--- src/rtl/mfc_consts.svh ---
// Constants for the Modbus frame check and reply block
// Functional notes
// [RL1] ASCII LRC: byte sum modulo 256, address to data
// [RL2] Send negated sum as two hex chars
// [RL3] RTU CRC accumulator preset to all ones
// [RL4] XOR each byte into accumulator low byte
// [RL5] Shift right, XOR polynomial when one out
// [RL6] Exactly eight shift steps per byte
// [RL7] Final accumulator is the CRC, uninverted
// [RL8] CRC low byte sent before high byte
// [RL9] Read reply: address, function, count, words, check
// [RL10] Write command fields arrive high byte first
// [RL11] Write reply echoes the command exactly
// [RL12] ASCII bytes as two hex chars, high first
// [RL13] ASCII frame: colon start, CR LF end
// [RL14] RTU frame bounded by long silent interval
// [RL15] Address zero broadcast: act, never reply
`ifndef MFC_CONSTS_SVH
`define MFC_CONSTS_SVH
`define MB_CLK_NS      8
`define MB_SILENT_NS   10000000
`define MB_SILENT_CYC  ((`MB_SILENT_NS + `MB_CLK_NS - 1) / `MB_CLK_NS)
`define MB_MAX_WORDS   20
`define MB_CRC_PRESET  16'hffff
`define MB_CRC_POLY    16'ha001
`define MB_LRC_RESET   8'h00
`define MB_CHR_COLON   8'h3a
`define MB_CHR_CR      8'h0d
`define MB_CHR_LF      8'h0a
`define MB_FN_READ     8'h03
`define MB_FN_WRITE    8'h06
`define MB_BCAST       8'h00
`define MB_LEN_RTU     4'h8
`define MB_LEN_ASCII   4'h7
`define MB_BUF_DEPTH   8
`define MB_IX_ADDR     0
`define MB_IX_FUNC     1
`define MB_IX_REG_HI   2
`define MB_IX_REG_LO   3
`define MB_IX_VAL_HI   4
`define MB_IX_VAL_LO   5
`define MB_READ_HDR    8'h03
`define MB_WRITE_LEN   8'h06
`endif

--- src/rtl/mfc_pkg.sv ---
// Types shared by the Modbus frame check and reply block
package mfc_pkg;
  // Line coding selected by the drive configuration
  typedef enum logic {MFC_MODE_RTU, MFC_MODE_ASCII} mfc_mode_type;
  // ASCII receive framing
  typedef enum {RX_HUNT, RX_BODY, RX_LF} mfc_rx_state_type;
  // Reply sender
  typedef enum {TX_IDLE, TX_COLON, TX_LOAD, TX_FETCH, TX_HI, TX_LO, TX_BIN, TX_CR, TX_LF} mfc_tx_state_type;
endpackage : mfc_pkg

--- src/rtl/mfc_check_engine.sv ---
// Byte-wide CRC-16 and LRC accumulator pair
`timescale 1ns/10ps
`include "mfc_consts.svh"
module mfc_check_engine (
  input  wire logic        sys_clk,
  input  wire logic        resetn,
  input  wire logic        clr,
  input  wire logic        feed,
  input  wire logic [7:0]  data,
  output logic      [15:0] crc_q,
  output logic      [7:0]  sum_q
);
  import mfc_pkg::*;

  // One whole byte through the reflected CRC, all eight steps in one clock
  function automatic logic [15:0] crc_byte(input logic [15:0] acc, input logic [7:0] b);
    logic [15:0] r;
    r = acc ^ {8'h00, b}; // RL4
    for (int i = 0; i < 8; i++) begin // RL6
      r = r[0] ? ((r >> 1) ^ `MB_CRC_POLY) : (r >> 1); // RL5
    end
    return r;
  endfunction : crc_byte

  // CRC accumulator; value read out as is, never inverted
  always_ff @(posedge sys_clk) begin
    if (!resetn) begin
      crc_q <= `MB_CRC_PRESET;
    end else if (clr) begin
      crc_q <= `MB_CRC_PRESET; // RL3
    end else if (feed) begin
      crc_q <= crc_byte(crc_q, data); // RL7
    end
  end

  // LRC running sum, wraps naturally at 8 bits
  always_ff @(posedge sys_clk) begin
    if (!resetn) begin
      sum_q <= `MB_LRC_RESET;
    end else if (clr) begin
      sum_q <= `MB_LRC_RESET;
    end else if (feed) begin
      sum_q <= sum_q + data; // RL1
    end
  end
endmodule : mfc_check_engine

--- src/rtl/mfc_frame_responder.sv ---
// Modbus slave frame checker and read/write reply formatter
`timescale 1ns/10ps
`include "mfc_consts.svh"
module mfc_frame_responder #(
  parameter int MAX_WORDS  = `MB_MAX_WORDS,
  parameter int SILENT_CYC = `MB_SILENT_CYC
) (
  input  wire logic                 sys_clk,
  input  wire logic                 resetn,
  input  wire mfc_pkg::mfc_mode_type mode,
  input  wire logic [7:0]           own_addr,
  input  wire logic [7:0]           rx_data,
  input  wire logic                 rx_valid,
  input  wire logic                 tx_ready,
  input  wire logic [15:0]          reg_rd_data,
  output logic      [7:0]           tx_data_q,
  output logic                      tx_valid_q,
  output logic                      tx_busy_q,
  output logic      [15:0]          reg_addr_q,
  output logic                      reg_rd_en_q,
  output logic                      reg_wr_en_q,
  output logic      [15:0]          reg_wr_data_q,
  output logic                      frame_err_q
);
  import mfc_pkg::*;

  localparam int SIL_W = $clog2(SILENT_CYC + 1);

  // Parameters the byte counters cannot hold
  if (MAX_WORDS < 1 || MAX_WORDS > 125 || SILENT_CYC < 2) begin : g_bad_param
    $error("mfc_frame_responder: parameter out of range");
  end

  // ASCII hex digit to {valid, nibble}; upper case only
  function automatic logic [4:0] hex_val(input logic [7:0] c);
    if (c >= 8'h30 && c <= 8'h39) return {1'b1, 4'(c - 8'h30)};
    if (c >= 8'h41 && c <= 8'h46) return {1'b1, 4'(c - 8'h37)};
    return 5'h00;
  endfunction : hex_val

  // Nibble to upper-case ASCII hex digit
  function automatic logic [7:0] hex_char(input logic [3:0] n);
    return (n < 4'ha) ? (8'h30 + {4'h0, n}) : (8'h37 + {4'h0, n});
  endfunction : hex_char

  logic             is_ascii;     // Current line coding
  logic [SIL_W-1:0] sil_cnt_q;    // Idle-line timer
  logic             sil_hit;      // Silent interval just completed
  mfc_rx_state_type rx_state_q;   // ASCII framing state
  logic             phase_q;      // Low nibble expected next
  logic [3:0]       hi_nib_q;     // Held high nibble
  logic             bad_q;        // Non-hex character seen
  logic [3:0]       rx_cnt_q;     // Bytes in frame, saturating
  logic [7:0]       rx_buf_q [0:`MB_BUF_DEPTH-1];
  logic [4:0]       hexv;         // Decoded incoming character
  logic             rx_start;     // New frame begins
  logic             byte_stb;     // One frame byte complete
  logic [7:0]       byte_val;     // Its value
  logic             frame_end;    // Frame delimiter reached
  logic             chk_ok;       // Length and check field good
  logic             bcast;        // Broadcast address
  logic             accept;       // Frame taken for action
  logic             wr_go;        // Perform a register write
  logic             tx_go;        // Start a reply
  logic [15:0]      rx_words;     // Requested word count
  logic [15:0]      rx_crc;
  logic [7:0]       rx_sum;
  mfc_tx_state_type tx_state_q;   // Reply sender state
  logic             tx_ascii_q;   // Coding latched for the reply
  logic [7:0]       tx_addr_q;    // Reply address
  logic [7:0]       tx_func_q;    // Reply function
  logic [6:0]       tx_words_q;   // Words to return
  logic [15:0]      tx_base_q;    // First register to read
  logic [7:0]       tx_echo_q [0:3];
  logic [7:0]       tx_idx_q;     // Logical byte index in reply
  logic             fetched_q;    // Word for this pair already read
  logic [15:0]      word_q;       // Register word being sent
  logic [7:0]       cur_q;        // Byte being sent
  logic [7:0]       tx_dlen;      // Bytes covered by the check
  logic [7:0]       tx_last;      // Index of final binary byte
  logic [7:0]       pick;         // Byte for the current index
  logic             need_fetch;
  logic             fetch_req;
  logic             tx_feed;
  logic             tx_acc;       // Character taken by the UART
  logic [15:0]      tx_crc;
  logic [7:0]       tx_sum;
  logic [7:0]       lrc_neg;

  assign is_ascii = (mode == MFC_MODE_ASCII);
  assign hexv     = hex_val(rx_data);

  // Idle-line timer, restarted by every character
  always_ff @(posedge sys_clk) begin
    if (!resetn) begin
      sil_cnt_q <= '0;
    end else if (rx_valid) begin
      sil_cnt_q <= '0;
    end else if (sil_cnt_q != SIL_W'(SILENT_CYC)) begin
      sil_cnt_q <= sil_cnt_q + 1'b1;
    end
  end
  assign sil_hit = !rx_valid && (sil_cnt_q == SIL_W'(SILENT_CYC - 1)); // RL14

  // Frame start and byte assembly for both codings
  assign rx_start  = is_ascii ? (rx_valid && rx_data == `MB_CHR_COLON) : sil_hit; // RL13
  assign byte_stb  = is_ascii ? (rx_valid && rx_state_q == RX_BODY && hexv[4] && phase_q) : rx_valid;
  assign byte_val  = is_ascii ? {hi_nib_q, hexv[3:0]} : rx_data; // RL12
  // Delimiters: CR LF in ASCII, silence after data in RTU
  assign frame_end = is_ascii ? (rx_valid && rx_state_q == RX_LF && rx_data == `MB_CHR_LF)
                              : (sil_hit && rx_cnt_q != 4'h0); // RL14

  // ASCII framing; a colon restarts the frame from any state
  always_ff @(posedge sys_clk) begin
    if (!resetn || !is_ascii) begin
      rx_state_q <= RX_HUNT;
    end else if (rx_valid) begin
      if (rx_data == `MB_CHR_COLON) begin
        rx_state_q <= RX_BODY; // RL13
      end else begin
        unique case (rx_state_q)
          RX_HUNT: rx_state_q <= RX_HUNT;
          RX_BODY: if (rx_data == `MB_CHR_CR) rx_state_q <= RX_LF;
          RX_LF:   rx_state_q <= RX_HUNT;
        endcase
      end
    end
  end

  // Nibble pairing, error flag and byte count
  always_ff @(posedge sys_clk) begin
    if (!resetn) begin
      phase_q  <= 1'b0;
      hi_nib_q <= 4'h0;
      bad_q    <= 1'b0;
      rx_cnt_q <= 4'h0;
    end else if (rx_start) begin
      phase_q  <= 1'b0;
      bad_q    <= 1'b0;
      rx_cnt_q <= 4'h0;
    end else begin
      // Saturate so long frames fail the length test
      if (byte_stb && rx_cnt_q != 4'hf) rx_cnt_q <= rx_cnt_q + 4'h1;
      if (is_ascii && rx_valid && rx_state_q == RX_BODY && rx_data != `MB_CHR_CR) begin
        if (!hexv[4]) begin
          bad_q <= 1'b1;
        end else begin
          phase_q  <= ~phase_q; // RL12
          hi_nib_q <= hexv[3:0];
        end
      end
    end
  end

  // Frame store; bytes past the buffer are counted only
  always_ff @(posedge sys_clk) begin
    if (byte_stb && !rx_cnt_q[3]) begin
      rx_buf_q[rx_cnt_q[2:0]] <= byte_val;
    end
  end

  // Receive check: residue must come out zero
  mfc_check_engine u_rx_chk (
    .sys_clk (sys_clk),
    .resetn  (resetn),
    .clr     (rx_start),
    .feed    (byte_stb),
    .data    (byte_val),
    .crc_q   (rx_crc),
    .sum_q   (rx_sum)
  );

  // Sum over data plus LRC is zero; CRC over data plus CRC is zero
  assign chk_ok = is_ascii ? (rx_sum == 8'h00 && rx_cnt_q == `MB_LEN_ASCII && !phase_q && !bad_q) // RL1
                           : (rx_crc == 16'h0000 && rx_cnt_q == `MB_LEN_RTU); // RL8
  assign bcast    = (rx_buf_q[`MB_IX_ADDR] == `MB_BCAST);
  assign rx_words = {rx_buf_q[`MB_IX_VAL_HI], rx_buf_q[`MB_IX_VAL_LO]};
  // Frames arriving while a reply is going out are dropped
  assign accept   = frame_end && chk_ok && !tx_busy_q && (bcast || rx_buf_q[`MB_IX_ADDR] == own_addr);
  assign wr_go    = accept && rx_buf_q[`MB_IX_FUNC] == `MB_FN_WRITE;
  assign tx_go    = accept && !bcast && (wr_go || (rx_buf_q[`MB_IX_FUNC] == `MB_FN_READ
                    && rx_words != 16'h0000 && rx_words <= 16'(MAX_WORDS))); // RL15

  // Bad check or length flagged for one cycle
  always_ff @(posedge sys_clk) begin
    if (!resetn) frame_err_q <= 1'b0;
    else         frame_err_q <= frame_end && !chk_ok;
  end

  // Reply context captured so a new frame cannot disturb it
  always_ff @(posedge sys_clk) begin
    if (!resetn) begin
      tx_ascii_q <= 1'b0;
      tx_addr_q  <= 8'h00;
      tx_func_q  <= 8'h00;
      tx_words_q <= 7'h00;
      tx_base_q  <= 16'h0000;
    end else if (tx_go) begin
      tx_ascii_q <= is_ascii;
      tx_addr_q  <= rx_buf_q[`MB_IX_ADDR];
      tx_func_q  <= rx_buf_q[`MB_IX_FUNC];
      tx_words_q <= rx_words[6:0];
      tx_base_q  <= {rx_buf_q[`MB_IX_REG_HI], rx_buf_q[`MB_IX_REG_LO]};
    end
  end

  // Register address and value bytes kept for the echo
  for (genvar g = 0; g < 4; g++) begin : g_echo
    always_ff @(posedge sys_clk) begin
      if (!resetn)    tx_echo_q[g] <= 8'h00;
      else if (tx_go) tx_echo_q[g] <= rx_buf_q[g + `MB_IX_REG_HI];
    end
  end

  // Register port: write on command, reads fetched while replying
  always_ff @(posedge sys_clk) begin
    if (!resetn) begin
      reg_addr_q    <= 16'h0000;
      reg_rd_en_q   <= 1'b0;
      reg_wr_en_q   <= 1'b0;
      reg_wr_data_q <= 16'h0000;
    end else begin
      reg_rd_en_q <= fetch_req;
      reg_wr_en_q <= wr_go;
      if (wr_go) begin
        // Address and value both high byte first
        reg_addr_q    <= {rx_buf_q[`MB_IX_REG_HI], rx_buf_q[`MB_IX_REG_LO]}; // RL10
        reg_wr_data_q <= rx_words; // RL10
      end else if (fetch_req) begin
        reg_addr_q <= tx_base_q + {8'h00, 8'(tx_idx_q - `MB_READ_HDR) >> 1};
      end
    end
  end

  // Reply byte plan: header, payload, then check bytes
  assign tx_dlen = (tx_func_q == `MB_FN_READ) ? (`MB_READ_HDR + {tx_words_q, 1'b0}) : `MB_WRITE_LEN;
  assign tx_last = tx_ascii_q ? tx_dlen : (tx_dlen + 8'h01);
  assign lrc_neg = 8'h00 - tx_sum; // RL2

  // Byte for the current index
  always_comb begin
    pick = 8'h00;
    if (tx_idx_q == 8'h00) begin
      pick = tx_addr_q;
    end else if (tx_idx_q == 8'h01) begin
      pick = tx_func_q;
    end else if (tx_idx_q == tx_dlen) begin
      pick = tx_ascii_q ? lrc_neg : tx_crc[7:0]; // RL8
    end else if (tx_idx_q > tx_dlen) begin
      pick = tx_crc[15:8];
    end else if (tx_func_q == `MB_FN_WRITE) begin
      pick = tx_echo_q[2'(tx_idx_q - 8'h02)]; // RL11
    end else if (tx_idx_q == 8'h02) begin
      pick = {tx_words_q, 1'b0}; // RL9
    end else begin
      pick = tx_idx_q[0] ? word_q[15:8] : word_q[7:0]; // RL9
    end
  end

  // Odd payload index of a read reply starts a new word
  assign need_fetch = tx_func_q == `MB_FN_READ && tx_idx_q >= `MB_READ_HDR && tx_idx_q < tx_dlen
                      && tx_idx_q[0] && !fetched_q;
  assign fetch_req  = tx_state_q == TX_LOAD && need_fetch;
  assign tx_feed    = tx_state_q == TX_LOAD && !need_fetch && tx_idx_q < tx_dlen;
  assign tx_acc     = tx_valid_q && tx_ready;

  // Transmit check; frozen once payload bytes stop
  mfc_check_engine u_tx_chk (
    .sys_clk (sys_clk),
    .resetn  (resetn),
    .clr     (tx_go),
    .feed    (tx_feed),
    .data    (pick),
    .crc_q   (tx_crc),
    .sum_q   (tx_sum)
  );

  // Reply sender; each character held until the UART takes it
  always_ff @(posedge sys_clk) begin
    if (!resetn) begin
      tx_state_q <= TX_IDLE;
      tx_valid_q <= 1'b0;
      tx_data_q  <= 8'h00;
      tx_busy_q  <= 1'b0;
      tx_idx_q   <= 8'h00;
      fetched_q  <= 1'b0;
      word_q     <= 16'h0000;
      cur_q      <= 8'h00;
    end else begin
      unique case (tx_state_q)
        TX_IDLE: if (tx_go) begin
          tx_busy_q <= 1'b1;
          tx_idx_q  <= 8'h00;
          fetched_q <= 1'b0;
          if (is_ascii) begin
            tx_valid_q <= 1'b1;
            tx_data_q  <= `MB_CHR_COLON; // RL13
            tx_state_q <= TX_COLON;
          end else begin
            tx_state_q <= TX_LOAD;
          end
        end
        TX_COLON: if (tx_acc) begin
          tx_valid_q <= 1'b0;
          tx_state_q <= TX_LOAD;
        end
        TX_LOAD: if (need_fetch) begin
          tx_state_q <= TX_FETCH;
        end else begin
          cur_q      <= pick;
          fetched_q  <= 1'b0;
          tx_valid_q <= 1'b1;
          if (tx_ascii_q) begin
            tx_data_q  <= hex_char(pick[7:4]); // RL12
            tx_state_q <= TX_HI;
          end else begin
            tx_data_q  <= pick;
            tx_state_q <= TX_BIN;
          end
        end
        // Read data is valid while the read strobe is high
        TX_FETCH: begin
          word_q     <= reg_rd_data;
          fetched_q  <= 1'b1;
          tx_state_q <= TX_LOAD;
        end
        TX_HI: if (tx_acc) begin
          tx_data_q  <= hex_char(cur_q[3:0]); // RL2
          tx_state_q <= TX_LO;
        end
        TX_LO, TX_BIN: if (tx_acc) begin
          tx_valid_q <= 1'b0;
          if (tx_idx_q != tx_last) begin
            tx_idx_q   <= tx_idx_q + 8'h01;
            tx_state_q <= TX_LOAD;
          end else if (tx_ascii_q) begin
            tx_valid_q <= 1'b1;
            tx_data_q  <= `MB_CHR_CR; // RL13
            tx_state_q <= TX_CR;
          end else begin
            tx_busy_q  <= 1'b0;
            tx_state_q <= TX_IDLE;
          end
        end
        TX_CR: if (tx_acc) begin
          tx_data_q  <= `MB_CHR_LF;
          tx_state_q <= TX_LF;
        end
        TX_LF: if (tx_acc) begin
          tx_valid_q <= 1'b0;
          tx_busy_q  <= 1'b0;
          tx_state_q <= TX_IDLE;
        end
      endcase
    end
  end
endmodule : mfc_frame_responder

--- config.mk ---
export PLATFORM = sky130hd
export DESIGN_NAME = mfc_frame_responder
export DESIGN_NICKNAME = d
export VERILOG_FILES = /design/src/rtl/mfc_pkg.sv /design/src/rtl/mfc_check_engine.sv /design/src/rtl/mfc_frame_responder.sv
export VERILOG_INCLUDE_DIRS = /design/src /design/src/rtl
export SDC_FILE = /design/constraint.sdc
export NUM_CORES = 1
export LEC_CHECK = 0
export BUFFER_PORTS_ARGS = -buffer_cell sky130_fd_sc_hd__buf_2
export CORE_MARGIN = 4
export CORE_UTILIZATION = 40
export DETAILED_ROUTE_END_ITERATION = 8
export GPL_TIMING_DRIVEN = 1
export PLACE_DENSITY = 0.57
export SKIP_CTS_REPAIR_TIMING = 1
export SYNTH_ARGS = -nofsm -noshare
export SYNTH_HDL_FRONTEND = slang
export SYNTH_SLANG_ARGS = --single-unit
--- constraint.sdc ---
create_clock -name sys_clk -period 12.26 [get_ports sys_clk]
set_input_delay 1.226 -clock sys_clk [delete_from_list [all_inputs] [get_ports sys_clk]]
set_output_delay 1.226 -clock sys_clk [all_outputs]
set_load 0.05 [all_outputs]
* Word-level counts from Yosys, hierarchy flattened
Memory sizes are Yosys's and may differ from the RTL's.
Index checks and enable logic that the tools add are counted.
** Cells by class
- Add/subtract/negate cells :: 17
- $lt $le $gt $ge :: 10
- Equality and inequality tests :: 45
- Muxes and demuxes :: 97
- Bitwise logic cells :: 27
- Reduce and logical (&&, ||, !) cells :: 81
** Operators by type and width (count)
- 2-to-1 mux 16 bit :: 18
- 2-to-1 mux 32 bit :: 8
- one-hot mux 32 bit (8 select lines) :: 1
- 2-to-1 mux 8 bit :: 27
- == test 32 x 3 -> 1 bit (second input constant) :: 6
- == test 32 x 2 -> 1 bit (second input constant) :: 4
- == test 32 x 1 -> 1 bit (second input constant) :: 2
- zero test 32 bit :: 2
- one-hot mux 32 bit (2 select lines) :: 1
- inverter 2 -> 3 bit :: 16
- one-hot mux 8 bit (5 select lines) :: 1
- logical AND 1 bit :: 36
- == test 32 x 4 -> 1 bit (second input constant) :: 1
- XOR 16 x 8 -> 16 bit :: 2
- adder 6 x 4 -> 7 bit (first input constant) :: 4
- 2-to-1 mux 1 bit :: 26
- == test 8 x 2 -> 1 bit (second input constant) :: 3
- zero test 8 bit :: 3
- != test 2 bit (second input constant) :: 12
- adder 21 x 1 -> 21 bit (second input constant) :: 1
- == test 21 bit (second input constant) :: 1
- != test 21 bit (second input constant) :: 1
- 2-to-1 mux 5 bit :: 4
- AND reduction 6 bit :: 3
- other kinds (52) :: 94
** Storage, ports and cells
- Bits in registers :: 257
- Memory bits (writable) :: 96
- Input port bits :: 37
- Output and inout bits :: 45
- Word-level logic and storage cells :: 307
- Memories :: 2
** Memories
- rx_buf_q :: depth 8, bits a word 8, rd ports 6, clocked after Yosys merged registers in 0, write ports 1, line mfc_frame_responder.sv:54 : logic [7:0] rx_buf_q [0:`MB_BUF_DEPTH-1];
- tx_echo_q :: depth 4, bits a word 8, rd ports 1, clocked after Yosys merged registers in 0, write ports 4, line mfc_frame_responder.sv:74 : logic [7:0] tx_echo_q [0:3];

* Longest topological paths before layout
Gate-level depths: netlist of the first run.
- Word-level depth :: 24
- Mapped depth :: 25
- Gate-level depth less buffers :: 24

* By module
A second synthesis of the first run with hierarchy kept.
** Second synthesis, totals
- Cells, all modules :: 1596
- Area total of the unflattened synthesis :: 14735.4 µm²
** By module, submodules not included
- mfc_frame_responder :: times used 1, cells an instance 1314, area each 12082.8 µm², seq. area each 5425.2 µm²
- mfc_check_engine :: times used 2, cells an instance 141, area each 1326.3 µm², seq. area each 480.5 µm²

* Least setup slack after synthesis of the first run
Ideal clock, no wire load.
- Path kind :: register to register
- Start point :: reg tx_func_q[6] (read register of rx_buf_q)
- End point :: reg u_tx_chk.sum_q[7]
- Library setup time :: 90 ps
- Arrival time :: 5023 ps
- Required time :: 12170 ps
- Slack :: 7147 ps
- Stages on the path, launching flop included :: 24
- Period minus slack after synthesis :: 5113 ps
- Path through :: dfxtp_1 -> nor4b_4 -> nand3_4 -> inv_1 -> o21ai_0 -> ha_1 -> nand4_1 -> or2_2 -> or4_1 -> buf_6 -> nand2_8 -> mux2_2 -> o221ai_2 -> inv_1 -> ha_1 -> a21o_1 -> a21oi_1 -> o21bai_1 -> a21oi_1 -> o21bai_1 -> a21oi_1 -> xnor2_1 -> or3_1 -> a21oi_1
** RTL lines
- start, declared :: line mfc_frame_responder.sv:71 : logic [7:0] tx_func_q;
- == test 8 x 2 -> 1 bit (no line)
- 2-to-1 mux 8 bit (no line)
- > comparator 8 bit :: line mfc_frame_responder.sv:249 : end else if (tx_idx_q > tx_dlen) begin
- 2-to-1 mux 8 bit :: line mfc_frame_responder.sv:249
- 2-to-1 mux 8 bit * :: line mfc_frame_responder.sv:247 : end else if (tx_idx_q == tx_dlen) begin
- 2-to-1 mux 8 bit * :: line mfc_frame_responder.sv:245 : end else if (tx_idx_q == 8'h01) begin
- 2-to-1 mux 8 bit * :: line mfc_frame_responder.sv:243 : if (tx_idx_q == 8'h00) begin
- named net pick[1] :: line mfc_frame_responder.sv:81 : logic [7:0] pick;
- adder 8 bit * :: line mfc_check_engine.sv:43 : sum_q <= sum_q + data;
- end signal, assigned :: line mfc_check_engine.sv:39 : sum_q <= `MB_LRC_RESET;
- end signal, assigned :: line mfc_check_engine.sv:41 : sum_q <= `MB_LRC_RESET;
- end signal, assigned :: line mfc_check_engine.sv:43
- end, declared :: line mfc_check_engine.sv:11 : output logic [7:0] sum_q
The timed path passes the listed nets; every way through them passes the cells marked *.
A chain may end at the register's enable or synchronous reset.

* Final worst setup path of the first run
Same ends and word-level chain as after synthesis.

==> summary.txt, run 1 <==
Run status
  – Status: finished clean

Power
  – Cell Pwr Density: about 130 nW/µm²
  – Worst vdd ir: 0.0840 mV
  – LEAKAGE: about 6.4 nW

Logic synthesis
  – Synth Area in Adders: 4.19%
  – Post-synth cell types: 88
  – Seq cells post-synth: about 280
  – Syn Std Cell Area: about 15,000 µm²
  – Simple-gate portion of the synthesized area: between 20% and 30%
  – Avg Synthesized Cell Area: 9.20 µm²
  – Xor-xnor portion of the synthesized cell area: approximately 7.7%
  – Synth Area in Compound Gates: around 15%
  – Sequential-to-total area share from yosys stat: 43.9%
  – Largest area contributor in the netlist: dfxtp_1
  – Syn Inst Count: between 1,500 and 2,000
  – Combinational family with the most area after synthesis: simple AND/OR/NAND/NOR gates
  – Post-synth EDFFs: 80
  – Yosys Warn Count: 0
  – Mux cell area share after synthesis: under 10%
  – Yosys top cell area share: 27.4%
  – Synth async-reset ratio: 0%
  – Top_reg_cell synth: dfxtp_1
  – Synth area leaders: dfxtp_1 27%, edfxtp_1 17%, nand2_1 5.3%, a21oi_1 4.7%, xnor2_1 3.8%
  – Total nets after synthesis: around 1,700

STA
  – Final worst path period need: approximately 6 ns
  – Unrepaired setup endpoints after global routing: false
  – Setup TNS: 0 ns
  – Slew at the pin with the worst max-slew slack: 1.29 ns
  – Period Utilization, post-route: between 40 and 50%
  – Slew headroom: 13.0%
  – Setup Viol. Count Final: 0
  – Max Slew Vio Count: 0
  – Clock skew: 0.0299 ns
  – Final hold violation count: 0
  – Fmax: approximately 0.17 GHz

Layout
  – Share of cells above drive strength 1: 12.4%
  – Commonest non-fill, non-tap cells in the layout: 205 x nand2_1, 199 x dfxtp_1, 137 x a21oi_1
  – # fillers: around 3,500
  – Antenna cells: 0
  – Leading cell type in the layout, fill and taps excluded: nand2_1
  – Final Cell Area: around 16,000 µm²
  – Nets: 1,715
  – Layout Cells excl Fill: between 2,000 and 2,500
  – Area grow syn2layout: 13.3%

Global route
  – Initial antenna violation count: 0
  – First-pass GRT wire length: 63,600 µm
  – Total global-route track usage: 20.2%
  – Vias in the first global route: ~11,000
  – Total grt overflow: 0
  – Largest net degree at the start of global routing: 82

Floorplan
  – IO Pins: 82
  – Total core area: 35,700 µm²
  – Die area: approximately 40,000 µm²
  – Die W: ~200 µm
  – Row Count: 69
  – Initial Utilization: approximately 41%
  – Die Y: about 200 µm

Clocking
  – H-tree Lvls: 2
  – TritonCTS Buffers: 34
  – Root buf cell: clkbuf_16
  – Max Buffers Root-to-Sink: 3
  – Clock slew at reported path FFs: approximately 0.060 ns
  – Num Clock Sinks: 279
  – Worst skew pair latency: around 0.54 ns
  – CTS tree: done

Routing
  – DRC errors left: 0
  – TritonRoute pass-1 iters: 5
  – Post-DR wirelength/cell: ~19 µm
  – Total Wirelength: 40,000 µm
  – DRT iter0 DRCs: 799
  – Final ANT Viol Nets: 0
  – Vias/cell: 5.55
  – Via count: between 10,000 and 15,000

Placed design
  – Inst Count DP: 2,056
  – Post-detail-place hpwl: between 20,000 and 30,000 µm
  – Gp weighted congestion: 0.924
  – DP Area: ~15,000 µm²
  – I/O Buffers: between 80 and 90

Critical path
  – WS Path Type: reg -> reg
  – CP max FO: 10
  – Reg2Reg Capture Point: u_tx_chk.sum_q[7]
  – R2R depth: 22
  – FF-to-FF Start: tx_func_q[6]
  – Crit start category: flip-flop
  – R2r setup slk: around 6.4 ns
  – Arrival @ worst endpoint: between 6 and 7 ns
  – CP Capture Type: flip-flop
  – CP required: between 10 and 15 ns

Min path
  – Hold endpoint: reg_wr_data_q[10]
  – Hold Path Stages: 2
  – Hold Startpoint: reg_wr_data_q[10]
  – Hold WC Path Type: reg -> reg

Flow run
  – Max Cap Viol: 0
worst max path at each step:
stage,depth (start not counted),endpoint,startpoint
after floorplan,23,u_tx_chk.sum_q[7],tx_func_q[6]
after global placement,23,u_tx_chk.sum_q[7],tx_words_q[0]
after detailed placement,23,u_tx_chk.sum_q[7],tx_words_q[0]
after CTS,23,u_tx_chk.sum_q[7],tx_words_q[0]
after global routing,22,u_tx_chk.sum_q[7],tx_func_q[6]
final,22,u_tx_chk.sum_q[7],tx_func_q[6]
cell usage after synthesis, drive strengths merged (7+ instances only):
master,number
dfxtp,199
nand2,206
nor4,23
and3,41
xnor2,63
a21o,30
edfxtp,80
nor3,43
mux2i,33
nand2b,14
ha,44
a21oi,137
nor2b,11
or4,9
inv,44
nor2,134
or3,15
mux2,13
nand3,51
o21bai,8
xor2,47
nand4,18
buf,19
o31ai,15
and2,18
nor3b,7
o21ai,56
a31oi,9
a211oi,16
nor4b,9
o211ai,24
clkbuf,65
mux4,8
layout make-up:
| class | count | area [µm²] | area share [%] |
|---|---|---|---|
| clock inverter | 21 | 278 | 1.68 |
| clock buffer | 41 | 897 | 5.44 |
| sequential | 279 | 6390 | 38.7 |
| timing repair buffer | 96 | 518 | 3.14 |
| inverter | 44 | 165 | 1.00 |
| tap | 461 | 577 | 3.50 |
| multi-input combinational | 1176 | 7680 | 46.5 |
registers in the layout, indices dropped and copies added, names as in the netlist, 16 cells and up:
name,cells
rx_buf_q,48
sil_cnt_q,21
tx_echo_q,32
tx_base_q,16
u_rx_chk.crc_q,16
u_tx_chk.crc_q,16
reg_addr_q,16
reg_wr_data_q,16
word_q,16
metrics by stage:
stage	setup WS, ns	utilization, %	hold slack [ns]	total power, mW
2_1_floorplan	7.15	-	0.433	1.06
3_3_place_gp	6.58	42.9	0.439	1.10
3_5_place_dp	6.45	42.9	0.445	1.10
4_1_cts	6.41	46.2	0.454	2.15
5_1_grt	5.83	46.2	0.471	2.21
6_report	6.39	46.2	0.454	2.13
cells by family (layout without fill, tap and decap cells):
| group | after synthesis | after routing |
|---|---|---|
| fa+ha+maj | 47 | 47 |
| compound gates | 340 | 340 |
| mux | 54 | 54 |
| buf+inv | 128 | 202 |
| flops | 279 | 279 |
| simple gates | 619 | 619 |
| xor+xnor | 116 | 116 |
metal layers:
metal  share of wire, %  track usage (%)  vias up
met1                 47             28.8     5616
li1                   -                -     5766
met2                 45             31.9      309
met3                5.6             3.57       56
met4                2.0             5.12        0
met5                  0                0        -
critical path: stages (launching register included):
cell      delay, ns
dfxtp_1        0.35
nor4b_4        0.52
nand3_4        0.21
inv_1          0.24
o21ai_0        0.24
ha_1           0.38
nand4_1        0.17
or2_2          0.33
or4_1          0.64
nand2_8        0.17
mux2_2         0.35
o221ai_2       0.31
inv_1          0.09
ha_1           0.28
a21o_1         0.16
a21oi_1        0.21
o21bai_1       0.09
a21oi_1        0.23
o21bai_1       0.09
a21oi_1        0.19
xnor2_1        0.09
or3_1          0.30
a21oi_1        0.14
power by group:
| part | switching, mW | internal (mW) |
|---|---|---|
| Clock | 0.413 | 0.636 |
| Combinational | 0.0638 | 0.0385 |
| Sequential | 0.0118 | 0.964 |
| Total | 0.488 | 1.64 |
Note: power is estimated with default switching activity, not from simulation.
==> run 2: changes to the inputs <==
Clock period 12.26 ns to 5.6 ns, I/O delays scaled along.
==> run 2 against run 1 <==
Effect of this change: highest routed layer unchanged; largest cell class unchanged; flip-flop and latch count is the same; sequential share of layout area shrank 0.29 points; clock power is 130% higher; die area unchanged; non-clock buffer count grew 10; final cell count up 0.42%; sequential power is 120% higher; clock skew is 0.012 ns lower; hold slack got worse by 0.19 ns; via count up 0.71%.
==> summary.txt, run 2 (synthesis gave the netlist of run 1 again) <==
STA
  – Unrepaired setup endpoints after global routing: false
  – Slew at the pin with the worst max-slew slack: 1.22 ns (-0.0733 ns)
  – Slew headroom: 18.1% (+5.1 points)
  – Fmax: 0.188 GHz (+10%)
  – Max Slew Vio Count: 0 (unchanged)
  – Setup TNS: 0 ns (unchanged)
  – Period Utilization, post-route: 95.1% (+47 points)
  – Final hold violation count: 0 (unchanged)
  – Clock skew: 0.0181 ns (-0.0118 ns)
  – Setup Viol. Count Final: 0 (unchanged)
  – Final worst path period need: 5.33 ns (-0.544 ns)

Routing
  – Highest routing layer actually used: met4
  – DRT iter0 DRCs: 721 (-9.8%)
  – Metal-1 WL: 19,000 µm (+0.79%)
  – Vias/cell: 5.56 (+0.28%)
  – Via count: 11,800 (+0.71%)
  – Total Wirelength: 40,500 µm (+1.2%)
  – Final ANT Viol Nets: 0 (unchanged)
  – Post-DR wirelength/cell: 19.0 µm (+0.77%)
  – Metal2 WL: 18,300 µm (+1.1%)
  – TritonRoute pass-1 iters: 5 (unchanged)
  – Length of routed met3 wiring: 2040 µm (-8.4%)
  – DRC errors left: 0 (unchanged)

Layout
  – Final Cell Area: 16,600 µm² (+0.74%)
  – Util after Layout: 46.5% (+0.34 points)
  – Antenna cells: 0 (unchanged)
  – Share of cells above drive strength 1: 13.0% (+0.53 points)
  – Commonest non-fill, non-tap cells in the layout: 205 x nand2_1, 199 x dfxtp_1, 135 x a21oi_1
  – Nets: 1,725 (+0.58%)
  – Leading cell type in the layout, fill and taps excluded: nand2_1
  – Layout Cells excl Fill: 2,127 (+0.42%)
  – Max reg flops: 48 (unchanged)
  – Area grow syn2layout: 14.2%

Clocking
  – TritonCTS Buffers: 34 (unchanged)
  – CTS tree: done
  – H-tree Lvls: 2 (unchanged)
  – Num Clock Sinks: 279 (unchanged)
  – Clock slew at reported path FFs: 0.06 ns (about the same)
  – Max Buffers Root-to-Sink: 3 (unchanged)
  – Root buf cell: clkbuf_16
  – Worst skew pair latency: 0.55 ns (about the same)

Flow run
  – Max Cap Viol: 0 (unchanged)

Placed design
  – Inst Count DP: 2,066 (+0.49%)
  – Gp weighted congestion: 0.925 (about the same)
  – I/O Buffers: 81 (unchanged)
  – Post-detail-place hpwl: 29,200 µm (+2.9%)
  – DP Area: 15,400 µm² (+0.49%)

Critical path
  – WS Path Type: reg -> reg
  – Reg2Reg Capture Point: u_tx_chk.sum_q[7]
  – CP Capture Type: flip-flop
  – CP max FO: 8 (-2)
  – Critical Path Sink: u_tx_chk.sum_q[7]
  – Crit path launch: tx_words_q[1]
  – Arrival @ worst endpoint: 5.78 ns (-0.53 ns)
  – CP required: 6.05 ns (-6.64 ns)
  – Crit start category: flip-flop
  – R2r setup slk: 0.27 ns (-6.12 ns)
  – FF-to-FF Start: tx_words_q[1]
  – R2R depth: 23 (+4.5%)

Power
  – Comb power frac: 4.7% (about the same)
  – Cell Pwr Density: 286 nW/µm² (+120%)
  – Sw power: 1.07 mW (+120%)
  – Sequential Power Share: 44.9% (-1.0 points)
  – LEAKAGE: 6.45 nW (+0.90%)
  – Clk pwr share: 50.4% (+1.1 points)
  – Internal: 3.68 mW (+120%)
  – Total power: 4.75 mW (+120%)
  – Switch share: 22.6% (-0.41 points)
  – Worst vdd ir: 0.223 mV (+170%)

Run status
  – Status: finished clean

Min path
  – Hold WC Path Type: in -> reg

Floorplan
  – IO Pins: 82 (unchanged)
  – Initial Utilization: 40.7% (unchanged)
  – Die area: 39,500 µm² (unchanged)
  – Die W: 199 µm (unchanged)
  – Row Count: 69 (unchanged)
  – Die Y: 199 µm (unchanged)
  – Total core area: 35,700 µm² (unchanged)

Global route
  – First-pass GRT wire length: 63,800 µm (+0.41%)
  – Total global-route track usage: 20.3% (+0.14 points)
  – Largest net degree at the start of global routing: 82 (unchanged)
  – Initial antenna violation count: 0 (unchanged)
  – Vias in the first global route: 11,600 (+2.2%)
  – Total grt overflow: 0 (unchanged)
[run 2: cell types whose count changed in the layout (fill, tap and decap cells not counted), moves of 2 or more]
| cell | change |
|---|---|
| buf_4 | +10 |
| clkinv_4 | +2 |
| bufinv_16 | +2 |
| a21oi_1 | -2 |
| clkinv_2 | -7 |
| inv_6 | +2 |
| a21oi_2 | +2 |
| clkbuf_8 | -2 |
| clkbuf_1 | +2 |
[run 2: cell type report]
cell class | count | area, µm²
Fill cell | 3483 | 19100
Multi-Input combinational cell | 1176 | 7690
Sequential cell | 279 | 6390
Clock buffer | 42 | 902
Timing Repair Buffer | 106 | 593
Tap cell | 461 | 577
Clock inverter | 19 | 307
Inverter | 44 | 165
[run 2: how the worst min path moves through the flow]
stage                 startpoint                 to  slack (ns)  cells after the start
3_3_place_gp   reg_wr_data_q[11]  reg_wr_data_q[11]        0.44                      2
2_1_floorplan       tx_base_q[0]       tx_base_q[0]        0.43                      1
4_1_cts          reg_rd_data[14]         word_q[14]        0.23                      3
5_1_grt           reg_rd_data[0]          word_q[0]        0.25                      3
6_report         reg_rd_data[14]         word_q[14]        0.26                      3
3_5_place_dp    reg_wr_data_q[3]   reg_wr_data_q[3]        0.44                      2
[run 2: power groups by stage]
stage	sequential (mW)	combinational, mW	clock (mW)
after floorplan	2.17	0.161	0
after global placement	2.18	0.221	0
after detailed placement	2.18	0.223	0
after CTS	2.14	0.225	2.45
after global routing	2.14	0.248	2.54
final	2.14	0.224	2.39
[run 2: through the flow]
stage / worst slack [ns] / hold slack (ns)
3_5_place_dp: 0.0774 / 0.441
2_1_floorplan: 0.487 / 0.433
3_3_place_gp: 0.209 / 0.439
4_1_cts: 0.0520 / 0.231
5_1_grt: 0.0145 / 0.254
6_report: 0.273 / 0.260
[run 2: critical path, stage by stage, from the launching register on]
cell and delay [ns]:
dfxtp_1 0.40, ha_2 0.23, nand2_1 0.06, or3_1 0.33, a21oi_2 0.21, inv_1 0.07
ha_1 0.36, nand4_1 0.20, or2_2 0.34, or4_4 0.55, nand2_8 0.13, mux2_2 0.36
o221ai_2 0.17, inv_1 0.07, ha_1 0.27, a21o_1 0.16, a21oi_1 0.23, o21bai_1 0.12
a21oi_2 0.19, o21bai_1 0.08, a21oi_1 0.17, xnor2_1 0.09, or3_1 0.31, a21oi_1 0.17
[run 2: per-layer routing]
layer / global-route usage, % / vias to the layer above
li1: - / 5802
met2: 32.2 / 305
met5: 0 / -
met1: 28.3 / 5651
met3: 3.51 / 72
met4: 6.86 / 0
